==> src/design/tpm_pkg.sv <==
// constants, register map and types for the performance counter bank
// Operation
// 8-bit transmit slip count since last read
// count each repeated or dropped frame
// counters clear when read, report new events
// 16-bit receive excessive zero violation count
// upper byte address shows bits 15..8
// lower byte address shows bits 7..0
// software reads upper byte before lower byte
// upper then lower read clears 16-bit count
// upper read snapshots lower byte, keeps events
// 8-bit link 2 checksum error count
// 8-bit link 3 checksum error count
// counters stop at all ones, never wrap
package tpm_pkg;

	// register indices; byte address is four times the index
	localparam logic [15:0] IDX_TX_SLIP     = 16'h090F;
	localparam logic [15:0] IDX_ZV_UPPER    = 16'h0910;
	localparam logic [15:0] IDX_ZV_LOWER    = 16'h0911;
	localparam logic [15:0] IDX_LINK2_FCS   = 16'h091C;
	localparam logic [15:0] IDX_LINK3_FCS   = 16'h092C;
	localparam logic [15:0] IDX_IRQ_STATUS  = 16'h0940;
	localparam logic [15:0] IDX_IRQ_MASK    = 16'h0941;

	localparam logic [15:0] ADDR_TX_SLIP    = {IDX_TX_SLIP[13:0], 2'b00};
	localparam logic [15:0] ADDR_ZV_UPPER   = {IDX_ZV_UPPER[13:0], 2'b00};
	localparam logic [15:0] ADDR_ZV_LOWER   = {IDX_ZV_LOWER[13:0], 2'b00};
	localparam logic [15:0] ADDR_LINK2_FCS  = {IDX_LINK2_FCS[13:0], 2'b00};
	localparam logic [15:0] ADDR_LINK3_FCS  = {IDX_LINK3_FCS[13:0], 2'b00};
	localparam logic [15:0] ADDR_IRQ_STATUS = {IDX_IRQ_STATUS[13:0], 2'b00};
	localparam logic [15:0] ADDR_IRQ_MASK   = {IDX_IRQ_MASK[13:0], 2'b00};

	// counter slots and widths
	localparam int          NUM_CNT         = 4;
	localparam int          CNT_TX_SLIP     = 0;
	localparam int          CNT_ZV          = 1;
	localparam int          CNT_LINK2       = 2;
	localparam int          CNT_LINK3       = 3;
	localparam int          W_SHORT         = 8;
	localparam int          W_LONG          = 16;

	// interrupt status / mask field positions
	localparam int          NUM_IRQ         = 5;
	localparam int          IRQ_SAT         = 4;
	localparam logic [7:0]  RST_COUNT       = 8'h00;
	localparam logic [4:0]  RST_IRQ_STATUS  = 5'h00;
	localparam logic [4:0]  RST_IRQ_MASK    = 5'h00;

	// upper/lower read pairing of the 16-bit counter
	typedef enum logic [0:0] {
		TPM_PAIR_IDLE = 1'b0,
		TPM_PAIR_HELD = 1'b1
	} tpm_pair_t;

endpackage : tpm_pkg

==> src/design/tpm_cnt_if.sv <==
// link between the register front end and one event counter
`timescale 1ns/1ps
interface tpm_cnt_if #(
	parameter int WIDTH = 8
);
	logic             inc;
	logic             clr;
	logic [WIDTH-1:0] value;
	logic             hit_max;

	modport cnt (input inc, input clr, output value, output hit_max);
	modport ctl (output inc, output clr, input value, input hit_max);
endinterface : tpm_cnt_if

==> src/design/tpm_counter.sv <==
// saturating clear-on-read event counter
`timescale 1ns/1ps
module tpm_counter #(
	parameter int WIDTH = 8
) (
	// clock and reset
	input  wire logic pclk,
	input  wire logic presetn,
	// control and count
	tpm_cnt_if.cnt    bus
);
	localparam logic [WIDTH-1:0] ONE = {{(WIDTH-1){1'b0}}, 1'b1};
	localparam logic [WIDTH-1:0] MAX = {WIDTH{1'b1}};

	logic [WIDTH-1:0] count_q;
	logic             hit_q;

	// restart on read
	// an event in the clearing cycle becomes the first count of the
	// new interval so no event is lost
	always_ff @(posedge pclk or negedge presetn) begin
		if (!presetn) begin
			count_q <= '0;
		end else if (bus.clr) begin
			count_q <= bus.inc ? ONE : '0;
		end else if (bus.inc && count_q != MAX) begin
			// stop at all ones
			count_q <= count_q + ONE;
		end
	end

	// one-cycle pulse when the count first reaches all ones
	always_ff @(posedge pclk or negedge presetn) begin
		if (!presetn) begin
			hit_q <= 1'b0;
		end else begin
			hit_q <= bus.inc && !bus.clr && (count_q == MAX - ONE);
		end
	end

	assign bus.value   = count_q;
	assign bus.hit_max = hit_q;
endmodule : tpm_counter

==> src/design/tpm_bank.sv <==
// performance counter bank with apb register access and interrupt
`timescale 1ns/1ps
module tpm_bank #(
	parameter int PADDR_W = 16
) (
	// clock and reset
	input  wire logic               pclk,
	input  wire logic               presetn,
	// apb slave
	input  wire logic [PADDR_W-1:0] paddr,
	input  wire logic               psel,
	input  wire logic               penable,
	input  wire logic               pwrite,
	input  wire logic [31:0]        pwdata,
	input  wire logic [3:0]         pstrb,
	output logic [31:0]             prdata,
	output logic                    pready,
	output logic                    pslverr,
	// event pulses from framer logic, same clock
	input  wire logic               transmit_slip_tally_evt,
	input  wire logic               zero_violation_tally_evt,
	input  wire logic               link2_checksum_error_tally_evt,
	input  wire logic               link3_checksum_error_tally_evt,
	// interrupt
	output logic                    irq
);
	logic [tpm_pkg::NUM_CNT-1:0]  evt;
	logic [tpm_pkg::NUM_CNT-1:0]  cnt_clr;
	logic [tpm_pkg::NUM_CNT-1:0]  cnt_hit;
	logic [15:0]                  cnt_val [tpm_pkg::NUM_CNT];

	logic                         setup;
	logic                         rd_setup;
	logic                         wr_setup;
	logic [15:0]                  addr;
	logic                         aligned;

	logic [7:0]                   rd_byte;
	logic                         rd_hit;

	tpm_pkg::tpm_pair_t           pair_q;
	tpm_pkg::tpm_pair_t           pair_d;
	logic [7:0]                   zv_snap_q;

	logic [tpm_pkg::NUM_IRQ-1:0]  irq_set;
	logic [tpm_pkg::NUM_IRQ-1:0]  irq_w1c;
	logic [tpm_pkg::NUM_IRQ-1:0]  irq_status_q;
	logic [tpm_pkg::NUM_IRQ-1:0]  irq_mask_q;
	logic                         irq_q;

	logic [31:0]                  prdata_q;
	logic                         pslverr_q;

	// slip pulse per repeated or dropped frame
	assign evt[tpm_pkg::CNT_TX_SLIP] = transmit_slip_tally_evt;
	// zero violation events
	assign evt[tpm_pkg::CNT_ZV]      = zero_violation_tally_evt;
	// link 2 checksum errors
	assign evt[tpm_pkg::CNT_LINK2]   = link2_checksum_error_tally_evt;
	// link 3 checksum errors
	assign evt[tpm_pkg::CNT_LINK3]   = link3_checksum_error_tally_evt;

	// counters: slot CNT_ZV is 16 bits wide, the others 8 bits
	genvar gi;
	generate
		for (gi = 0; gi < tpm_pkg::NUM_CNT; gi++) begin : g_cnt
			localparam int W = (gi == tpm_pkg::CNT_ZV) ?
				tpm_pkg::W_LONG : tpm_pkg::W_SHORT;
			tpm_cnt_if #(.WIDTH(W)) cif ();
			tpm_counter #(
				.WIDTH   (W)
			) u_cnt (
				.pclk    (pclk),
				.presetn (presetn),
				.bus     (cif.cnt)
			);
			assign cif.inc     = evt[gi];
			assign cif.clr     = cnt_clr[gi];
			assign cnt_hit[gi] = cif.hit_max;
			if (W == tpm_pkg::W_LONG) begin : g_long
				assign cnt_val[gi] = cif.value;
			end else begin : g_short
				assign cnt_val[gi] = {8'h00, cif.value};
			end
		end
	endgenerate

	// every register effect lands on the setup edge, the same edge that
	// loads read data, so no event can slip between capture and clear
	assign setup    = psel && !penable;
	assign rd_setup = setup && !pwrite;
	assign wr_setup = setup && pwrite;
	assign addr     = 16'(paddr);
	assign aligned  = (addr[1:0] == 2'b00);

	// read mux and clear-on-read selection
	always_comb begin
		rd_byte = 8'h00;
		rd_hit  = 1'b1;
		cnt_clr = '0;
		pair_d  = pair_q;
		if (!aligned) begin
			rd_hit = 1'b0;
		end else if (addr == tpm_pkg::ADDR_TX_SLIP) begin
			rd_byte = cnt_val[tpm_pkg::CNT_TX_SLIP][7:0];
			// clear slip count on read
			cnt_clr[tpm_pkg::CNT_TX_SLIP] = rd_setup;
		end else if (addr == tpm_pkg::ADDR_ZV_UPPER) begin
			// upper byte bits 15..8
			rd_byte = cnt_val[tpm_pkg::CNT_ZV][15:8];
			// snapshot lower byte, restart
			cnt_clr[tpm_pkg::CNT_ZV] = rd_setup;
			if (rd_setup) begin
				pair_d = tpm_pkg::TPM_PAIR_HELD;
			end
		end else if (addr == tpm_pkg::ADDR_ZV_LOWER) begin
			// lower byte bits 7..0
			// held pair ends here; the count was already cleared by the upper read
			if (pair_q == tpm_pkg::TPM_PAIR_HELD) begin
				rd_byte = zv_snap_q;
				if (rd_setup) begin
					pair_d = tpm_pkg::TPM_PAIR_IDLE;
				end
			end else begin
				// out-of-order read is live, no clear
				rd_byte = cnt_val[tpm_pkg::CNT_ZV][7:0];
			end
		end else if (addr == tpm_pkg::ADDR_LINK2_FCS) begin
			rd_byte = cnt_val[tpm_pkg::CNT_LINK2][7:0];
			// clear link 2 on read
			cnt_clr[tpm_pkg::CNT_LINK2] = rd_setup;
		end else if (addr == tpm_pkg::ADDR_LINK3_FCS) begin
			rd_byte = cnt_val[tpm_pkg::CNT_LINK3][7:0];
			// clear link 3 on read
			cnt_clr[tpm_pkg::CNT_LINK3] = rd_setup;
		end else if (addr == tpm_pkg::ADDR_IRQ_STATUS) begin
			rd_byte = {3'b000, irq_status_q};
		end else if (addr == tpm_pkg::ADDR_IRQ_MASK) begin
			rd_byte = {3'b000, irq_mask_q};
		end else begin
			rd_hit = 1'b0;
		end
	end

	// pairing state of the 16-bit counter
	always_ff @(posedge pclk or negedge presetn) begin
		if (!presetn) begin
			pair_q <= tpm_pkg::TPM_PAIR_IDLE;
		end else begin
			pair_q <= pair_d;
		end
	end

	// lower byte frozen at upper read
	always_ff @(posedge pclk or negedge presetn) begin
		if (!presetn) begin
			zv_snap_q <= tpm_pkg::RST_COUNT;
		end else if (rd_setup && aligned &&
			addr == tpm_pkg::ADDR_ZV_UPPER) begin
			zv_snap_q <= cnt_val[tpm_pkg::CNT_ZV][7:0];
		end
	end

	// interrupt sources: one per counter plus any counter saturating
	assign irq_set = {|cnt_hit, evt};
	assign irq_w1c = (wr_setup && aligned && pstrb[0] &&
		addr == tpm_pkg::ADDR_IRQ_STATUS) ?
		pwdata[tpm_pkg::NUM_IRQ-1:0] : '0;

	// sticky status; a new event wins over a clear in the same cycle
	always_ff @(posedge pclk or negedge presetn) begin
		if (!presetn) begin
			irq_status_q <= tpm_pkg::RST_IRQ_STATUS;
		end else begin
			irq_status_q <= (irq_status_q & ~irq_w1c) | irq_set;
		end
	end

	always_ff @(posedge pclk or negedge presetn) begin
		if (!presetn) begin
			irq_mask_q <= tpm_pkg::RST_IRQ_MASK;
		end else if (wr_setup && aligned && pstrb[0] &&
			addr == tpm_pkg::ADDR_IRQ_MASK) begin
			irq_mask_q <= pwdata[tpm_pkg::NUM_IRQ-1:0];
		end
	end

	always_ff @(posedge pclk or negedge presetn) begin
		if (!presetn) begin
			irq_q <= 1'b0;
		end else begin
			irq_q <= |(irq_status_q & irq_mask_q);
		end
	end

	// read data and error captured at setup, shown in the access phase
	always_ff @(posedge pclk or negedge presetn) begin
		if (!presetn) begin
			prdata_q  <= 32'h0000_0000;
			pslverr_q <= 1'b0;
		end else if (setup) begin
			prdata_q  <= (rd_setup && rd_hit) ? {24'h00_0000, rd_byte}
				: 32'h0000_0000;
			pslverr_q <= !rd_hit;
		end
	end

	// zero wait states: every access phase completes at once
	assign pready  = 1'b1;
	assign prdata  = prdata_q;
	assign pslverr = pslverr_q;
	assign irq     = irq_q;
endmodule : tpm_bank

==> config.mk <==
export PLATFORM = sky130hd
export DESIGN_NAME = tpm_bank
export DESIGN_NICKNAME = d
export VERILOG_FILES = /design/src/design/tpm_pkg.sv /design/src/design/tpm_cnt_if.sv /design/src/design/tpm_counter.sv /design/src/design/tpm_bank.sv
export SDC_FILE = /design/constraint.sdc
export NUM_CORES = 1
export LEC_CHECK = 0
export BUFFER_PORTS_ARGS = -buffer_cell sky130_fd_sc_hd__buf_2
export CAP_MARGIN = 25
export CORE_AREA = 3 3 93 95
export CTS_CLUSTER_DIAMETER = 150
export DETAILED_ROUTE_END_ITERATION = 16
export DIE_AREA = 0 0 96 98
export PLACE_DENSITY = 0.79
export SLEW_MARGIN = 0
export SYNTH_ARGS = -nofsm -noshare
export SYNTH_HDL_FRONTEND = slang
export SYNTH_SLANG_ARGS = --single-unit
==> constraint.sdc <==
create_clock -name pclk -period 2.3 [get_ports pclk]
set_input_delay 0.115 -clock pclk [delete_from_list [all_inputs] [get_ports pclk]]
set_output_delay 0.115 -clock pclk [all_outputs]
set_load 0.01 [all_outputs]
# Yosys cells after proc, flatten, opt, wreduce, memory -nomap -nowiden
# Cells that the tools add are included.
word_totals:
  regBits: 97
  latchBits: 0
  mem_bits_rw: 0
  mem_bits_ro: 0
  in_bits: 61
  out_inout_bits: 35
  word_cells: 123
  memories: 0
op_classes:
  n_addsub: 4
  multipliers: 0
  div_mod_pow: 0
  n_lt_le_gt_ge: 0
  n_eq_ne: 16
  shifts: 0
  mux: 45
  bitwise: 5
  n_reduce_logical: 38
ops:
  columns: ["operator", "n"]
  rows:
  - ["16-bit by 14-bit == test with 1-bit output, second input constant", 7]
  - ["8-bit 2-to-1 mux", 14]
  - ["16-bit 2-to-1 mux", 2]
  - ["8-bit by 1-bit adder with 8-bit output, second input constant", 3]
  - ["8-bit == test, second input constant", 3]
  - ["8-bit != test, second input constant", 3]
  - ["1-bit logical AND", 22]
  - ["1-bit 2-to-1 mux", 22]
  - ["16-bit by 1-bit adder with 16-bit output, second input constant", 1]
  - ["16-bit == test, second input constant", 1]
  - ["16-bit != test, second input constant", 1]
  - ["5-bit 2-to-1 mux", 3]
  - ["5-bit AND", 2]
  - ["2-bit nonzero test", 5]
  - ["1-bit zero test", 7]
  - ["5-bit inverter", 1]
  - ["5-bit bitwise OR", 1]
  - ["5-bit OR reduction", 1]
  - ["2-bit 2-to-1 mux", 2]
  - ["4-bit 2-to-1 mux", 1]
  - ["4-bit AND reduction", 1]
  - ["4-bit OR reduction", 1]
  - ["3-bit 2-to-1 mux", 1]
  - ["2-bit zero test", 1]
  - ["2 further kinds", 2]

# Longest topological paths before layout
depth:
  word_depth: 12
  mapped_depth: 8
  ltp_nobuf: 7

# By module
# From an unflattened synthesis, not the netlist that was laid out.
unflattened:
  hier_cells: 507
  hier_area_um2: 4818.4
by_module_without_submodules:
  columns: ["mod", "instances", "cells_per_inst", "area_each_um2", "seq_area_each_um2"]
  rows:
  - ["tpm_bank", 1, 239, 2228.4, 725.7]
  - ["tpm_counter (g_cnt[0].u_cnt ...)", 2, 56, 536.8, 225.2]
  - ["tpm_counter (g_cnt[1].u_cnt)", 1, 101, 978.4, 425.4]
  - ["tpm_counter (g_cnt[3].u_cnt)", 1, 55, 538.0, 225.2]

# Worst setup path before layout
# OpenSTA, ideal clock, no wires.
synth_timing:
  path_type: "input to register"
  startpoint: "in paddr[7]"
  endpoint: "reg g_cnt[3].u_cnt.count_q[0]"
  setup_time_ns: 0.127
  t_arrival_ns: 1.854
  t_required_ns: 2.173
  setup_slack_ns: 0.319
  stages: 7
  path_buffers: 1
  path_cell_list: "or4b_1 -> or3_4 -> or2_4 -> and3_4 -> buf_6 -> a22oi_4 -> o31ai_2"
synth_via:
  elab_chain_len: 8
  word_cells_on_any_way: 13
  classes_between: "5 x eq/ne; 7 x mux; 1 x reduce/logical"
synth_rtl:
  columns: ["element", "line_no", "rtl"]
  rows:
  - ["start, declared", "tpm_bank.sv:10", "input wire logic [PADDR_W-1:0] paddr,"]
  - ["16-bit by 14-bit == test with 1-bit output", "tpm_bank.sv:132", "end else if (addr == tpm_pkg::ADDR_LINK3_FCS) begin"]
  - ["1-bit 2-to-1 mux", "tpm_bank.sv:132", null]
  - ["1-bit 2-to-1 mux", "tpm_bank.sv:128", "end else if (addr == tpm_pkg::ADDR_LINK2_FCS) begin"]
  - ["2-bit 2-to-1 mux", "tpm_bank.sv:116", "end else if (addr == tpm_pkg::ADDR_ZV_LOWER) begin"]
  - ["2-bit 2-to-1 mux", "tpm_bank.sv:108", "end else if (addr == tpm_pkg::ADDR_ZV_UPPER) begin"]
  - ["3-bit 2-to-1 mux (*)", "tpm_bank.sv:104", "end else if (addr == tpm_pkg::ADDR_TX_SLIP) begin"]
  - ["4-bit 2-to-1 mux (*)", "tpm_bank.sv:102", "if (!aligned) begin"]
  - ["8-bit 2-to-1 mux / 2-bit nonzero test (equally long branches)", null, null]
  - ["end signal, assigned", "tpm_counter.sv:25", "count_q <= bus.inc ? ONE : '0;"]
  - ["end signal, assigned", "tpm_counter.sv:28", "count_q <= count_q + ONE;"]
  - ["end, declared", "tpm_counter.sv:15", "logic [WIDTH-1:0] count_q;"]
# Mark *: on every way between the ends. The rest lies on a longest branch, timed or not.
# A chain may end at the register's enable or synchronous reset.

# Worst setup path in the final report
layout_timing:
  startpoint: "reg g_cnt[1].u_cnt.count_q[9]"
  endpoint: "reg g_cnt[1].u_cnt.count_q[9]"
layout_via:
  elab_chain_len: 3
  word_cells_on_any_way: 6
  classes_between: "1 x add/sub; 1 x eq/ne; 2 x mux; 2 x reduce/logical"
layout_rtl:
  columns: ["element", "line_no", "rtl"]
  rows:
  - ["start, declared", "tpm_counter.sv:15", null]
  - ["start signal, assigned", "tpm_counter.sv:25", null]
  - ["start signal, assigned", "tpm_counter.sv:28", null]
  - ["16-bit by 1-bit adder with 16-bit output / 16-bit != test (equally long branches)", "tpm_counter.sv:28, tpm_counter.sv:26", null]
  - ["16-bit 2-to-1 mux / 1-bit logical AND (equally long branches)", "tpm_counter.sv:26", "end else if (bus.inc && count_q != MAX) begin"]
  - ["16-bit 2-to-1 mux / 2-bit nonzero test (equally long branches)", null, null]
# Parallel ways exist; a longest one is shown, timed or not. The select of a mux whose other input is x is not followed.

==> results.cfg <==
[logic_synthesis]
synth-simple-area-share_pct = 22.02
synth_warnings = 0
muxShareOfSynthArea_pct = 6.404
synth_edf_count = 0
seq_area_frac_synth_pct = 42.31
synthAdderAreaFrac_pct = 2.318
syn_area_sq_mm = 0.004318
synth_top_area_share_pct = 42.31
ys_types = 63
synth_top_family_by_area = simple AND/OR/NAND/NOR gates
synth_ff_type = dfrtp_1
yosys.area.top_type = dfrtp_1
synth_compound_area_share_pct = 15.33
ys_top_cells_by_area = dfrtp_1 42%, buf_4 4.9%, nor2_1 4.3%
synth-seq-cells = 73
synth_cells = 449
async_flop_share_pct = 100.0
syn_area_per_cell_sq_um = 9.617
synth-xor-area-share_pct = 4.260

[pwr]
ir_drop_mv = 0.4943
leakage_nw = 2.166
powerDensity_mw_per_mm2 = 679.8

[placement]
place_congestion = 1.022
portBuffers = 40
dp.cells = 599
dp_hpwl_microns = 7781
post-place-ws_ps = 115.8

[sta]
worst_pin_slew_ps = 692.5
rsz0062_at_grt = no
worst_slack_ps = 206.0
tns_ps = 0
min_period_over_period_pct = 91.04
finalCriticalPeriod_ps = 2094
holdWs_ps = 16.23
finalClockSkew_ps = 12.44
fmax_ghz = 0.4776
setup_violations = 0
finalMaxSlewViolations = 0
max-slew-margin-rel_pct = 53.48
final_hold_viol_count = 0

[grt]
grt_util_all_layers_pct = 22.70
antenna_found_initial = 0
grt_pass1_wl_microns = 16660
grt-ovfl-total = 0
grt_pass1_vias = 3361
grt_max_degree = 38

[setup_path]
critPathMaxFanout = 6
crit_type = reg -> reg
critPathMaxStageDelay_ps = 440
cp_cell_sequence = nand4_1 > or3_1 > o31a_1 > o21ai_0 > a2bb2oi_1 > nor2_1
crit_path_end_kind = register
slowest_stage = dfrtp_1
r2r_cells = 6
cp-start-kind = register
r2r-start = g_cnt[1].u_cnt.bus.value[9]
required_ps = 2540
r2r-end = g_cnt[1].u_cnt.bus.value[9]
worstPathArrival_ps = 2330
r2r_setup_slack_ps = 210

[clock_tree]
cts-root-buf = clkbuf_8
cts.clk_slew.worst_paths_ps = 80
cts_tree = yes
postCtsSetupRepairBufs = 0
cts.sinks = 73
cts_made_buffers = 9
cts_buffer_depth = 2
htree_levels = 3
insertion_delay_ps = 360

[final_layout]
nFillCells = 675
syn_to_final_growth_pct = 12.55
fin_cells = 619
drive_gt1_share_pct = 20.50
nets = 581
antenna_cells = 0

[floorplanning]
fp.dieW_microns = 96
die_area_sq_mm = 0.009408
ioPinCount = 96
core_sq_mm = 0.007807
fp.dieH_microns = 98
start_util_pct = 55.30
std_cell_rows = 32

[routing]
avgRoutedWirePerCell_microns = 16.67
route.vias.total = 3641
drc = 0
finalWirelength_microns = 10320
dr.pass1.iters = 5
final_antenna_net_count = 0
vias_per_cell = 5.882
drt-initial-drc-count = 334

[min_path]
hp-class = in -> reg
hold-path-cell-count = 2
hold-path-endpoint = irq_status_q[0]
hold_start = transmit_slip_tally_evt

[run_status]
outcome = finished clean

[job]
drv_cap = 0
-- area by class of cell --
type	instances	area, sq um	share of cell area (%)
timing repair buffer	68	432.9	8.908
inverter	9	33.78	0.6952
clock inverter	6	43.79	0.9011
clock buffer	10	127.6	2.626
sequential	73	1827	37.59
multi-input combinational	351	2267	46.65
tap	102	127.6	2.626
-- metrics by stage --
stage          util [%]  cell area, sq um  power [W]
3_5_place_dp      59.54              4648   0.002408
3_3_place_gp      59.54              4648   0.002362
6_report          62.24              4860   0.003304
4_1_cts           61.99              4840   0.003312
2_1_floorplan         -              4404   0.002145
5_1_grt           62.24              4860   0.003509
-- worst max-delay path by stage --
| stage | start | end | cells after the start |
|---|---|---|---|
| after floorplan | paddr[7] | g_cnt[3].u_cnt.bus.value[0] | 7 |
| after global placement | paddr[7] | g_cnt[3].u_cnt.bus.value[0] | 7 |
| after detailed placement | paddr[7] | g_cnt[3].u_cnt.bus.value[0] | 7 |
| after CTS | g_cnt[1].u_cnt.bus.value[9] | g_cnt[1].u_cnt.bus.value[9] | 6 |
| after global routing | g_cnt[1].u_cnt.bus.value[9] | g_cnt[1].u_cnt.bus.value[9] | 6 |
| final | g_cnt[1].u_cnt.bus.value[9] | g_cnt[1].u_cnt.bus.value[9] | 6 |
-- state kept, by name, summed over array words and instances (netlist names) --
name,count
irq_status_q,5
zv_snap_q,8
irq,1
g_cnt.u_cnt.bus.hit_max,4
pair_q,1
pslverr,1
g_cnt.u_cnt.bus.value,40
prdata,8
irq_mask_q,5
-- routing by layer --
layer | part of all wire (%) | routed length (microns) | global-route usage [%]
met5 | 0 | 0 | 0
met2 | 45 | 4662 | 33.83
met1 | 46 | 4702 | 32.54
met4 | 1.2 | 121 | 5.580
met3 | 8.1 | 831 | 6.549
-- cell families after synthesis --
family          count (synthesis)
compound gates                 92
other cells                     2
mux                            26
xor+xnor                       21
flops                          73
simple gates                  179
buf+inv                        48
fa+ha+maj                       8
-- cells in the mapped netlist, types with 7 or more instances --
| master | n |
|---|---|
| dfrtp_1 | 73 |
| or3_1 | 10 |
| xor2_1 | 15 |
| ha_1 | 8 |
| inv_1 | 9 |
| o21ai_0 | 25 |
| nor2_1 | 50 |
| o31ai_1 | 7 |
| a21oi_1 | 13 |
| mux2i_1 | 13 |
| nand4_1 | 16 |
| buf_4 | 28 |
| nor3_1 | 11 |
| mux2_2 | 11 |
| nand2_1 | 36 |
| nand3_1 | 16 |
-- critical path, delay by kind of cell (launching register included) --
kind | cells | cell delay (ps)
AND/OR/NAND/NOR | 3 | 650
flip-flops | 1 | 440
AO/OA/AOI/OAI | 3 | 900
-- cells in the final DEF, fill, tap and decap left out, types with 7 or more instances in the layout --
master,instances
o21ai_0,25
or3_1,10
buf_2,40
nand4_1,16
mux2_2,11
a21oi_1,13
nand3_1,16
ha_1,8
nor3_1,11
inv_1,9
mux2i_1,13
conb_1,25
clkbuf_8,9
dfrtp_1,73
buf_4,23
nor2_1,50
nand2_1,36
o31ai_1,7
xor2_1,15
-- report_power, final --
group,leakage (nW),internal [W],switching [W]
combinational,1.13,0.000289,0.000365
sequential,0.947,0.00147,0.000266
clock,0.0866,0.000395,0.000516
-- repair_timing --
item                      4_1_cts  5_1_grt
hold endpoints to repair       23        2
hold buffers                    2        2
resized for setup               0        0
No activity file was read; power rests on OpenSTA's default activity.
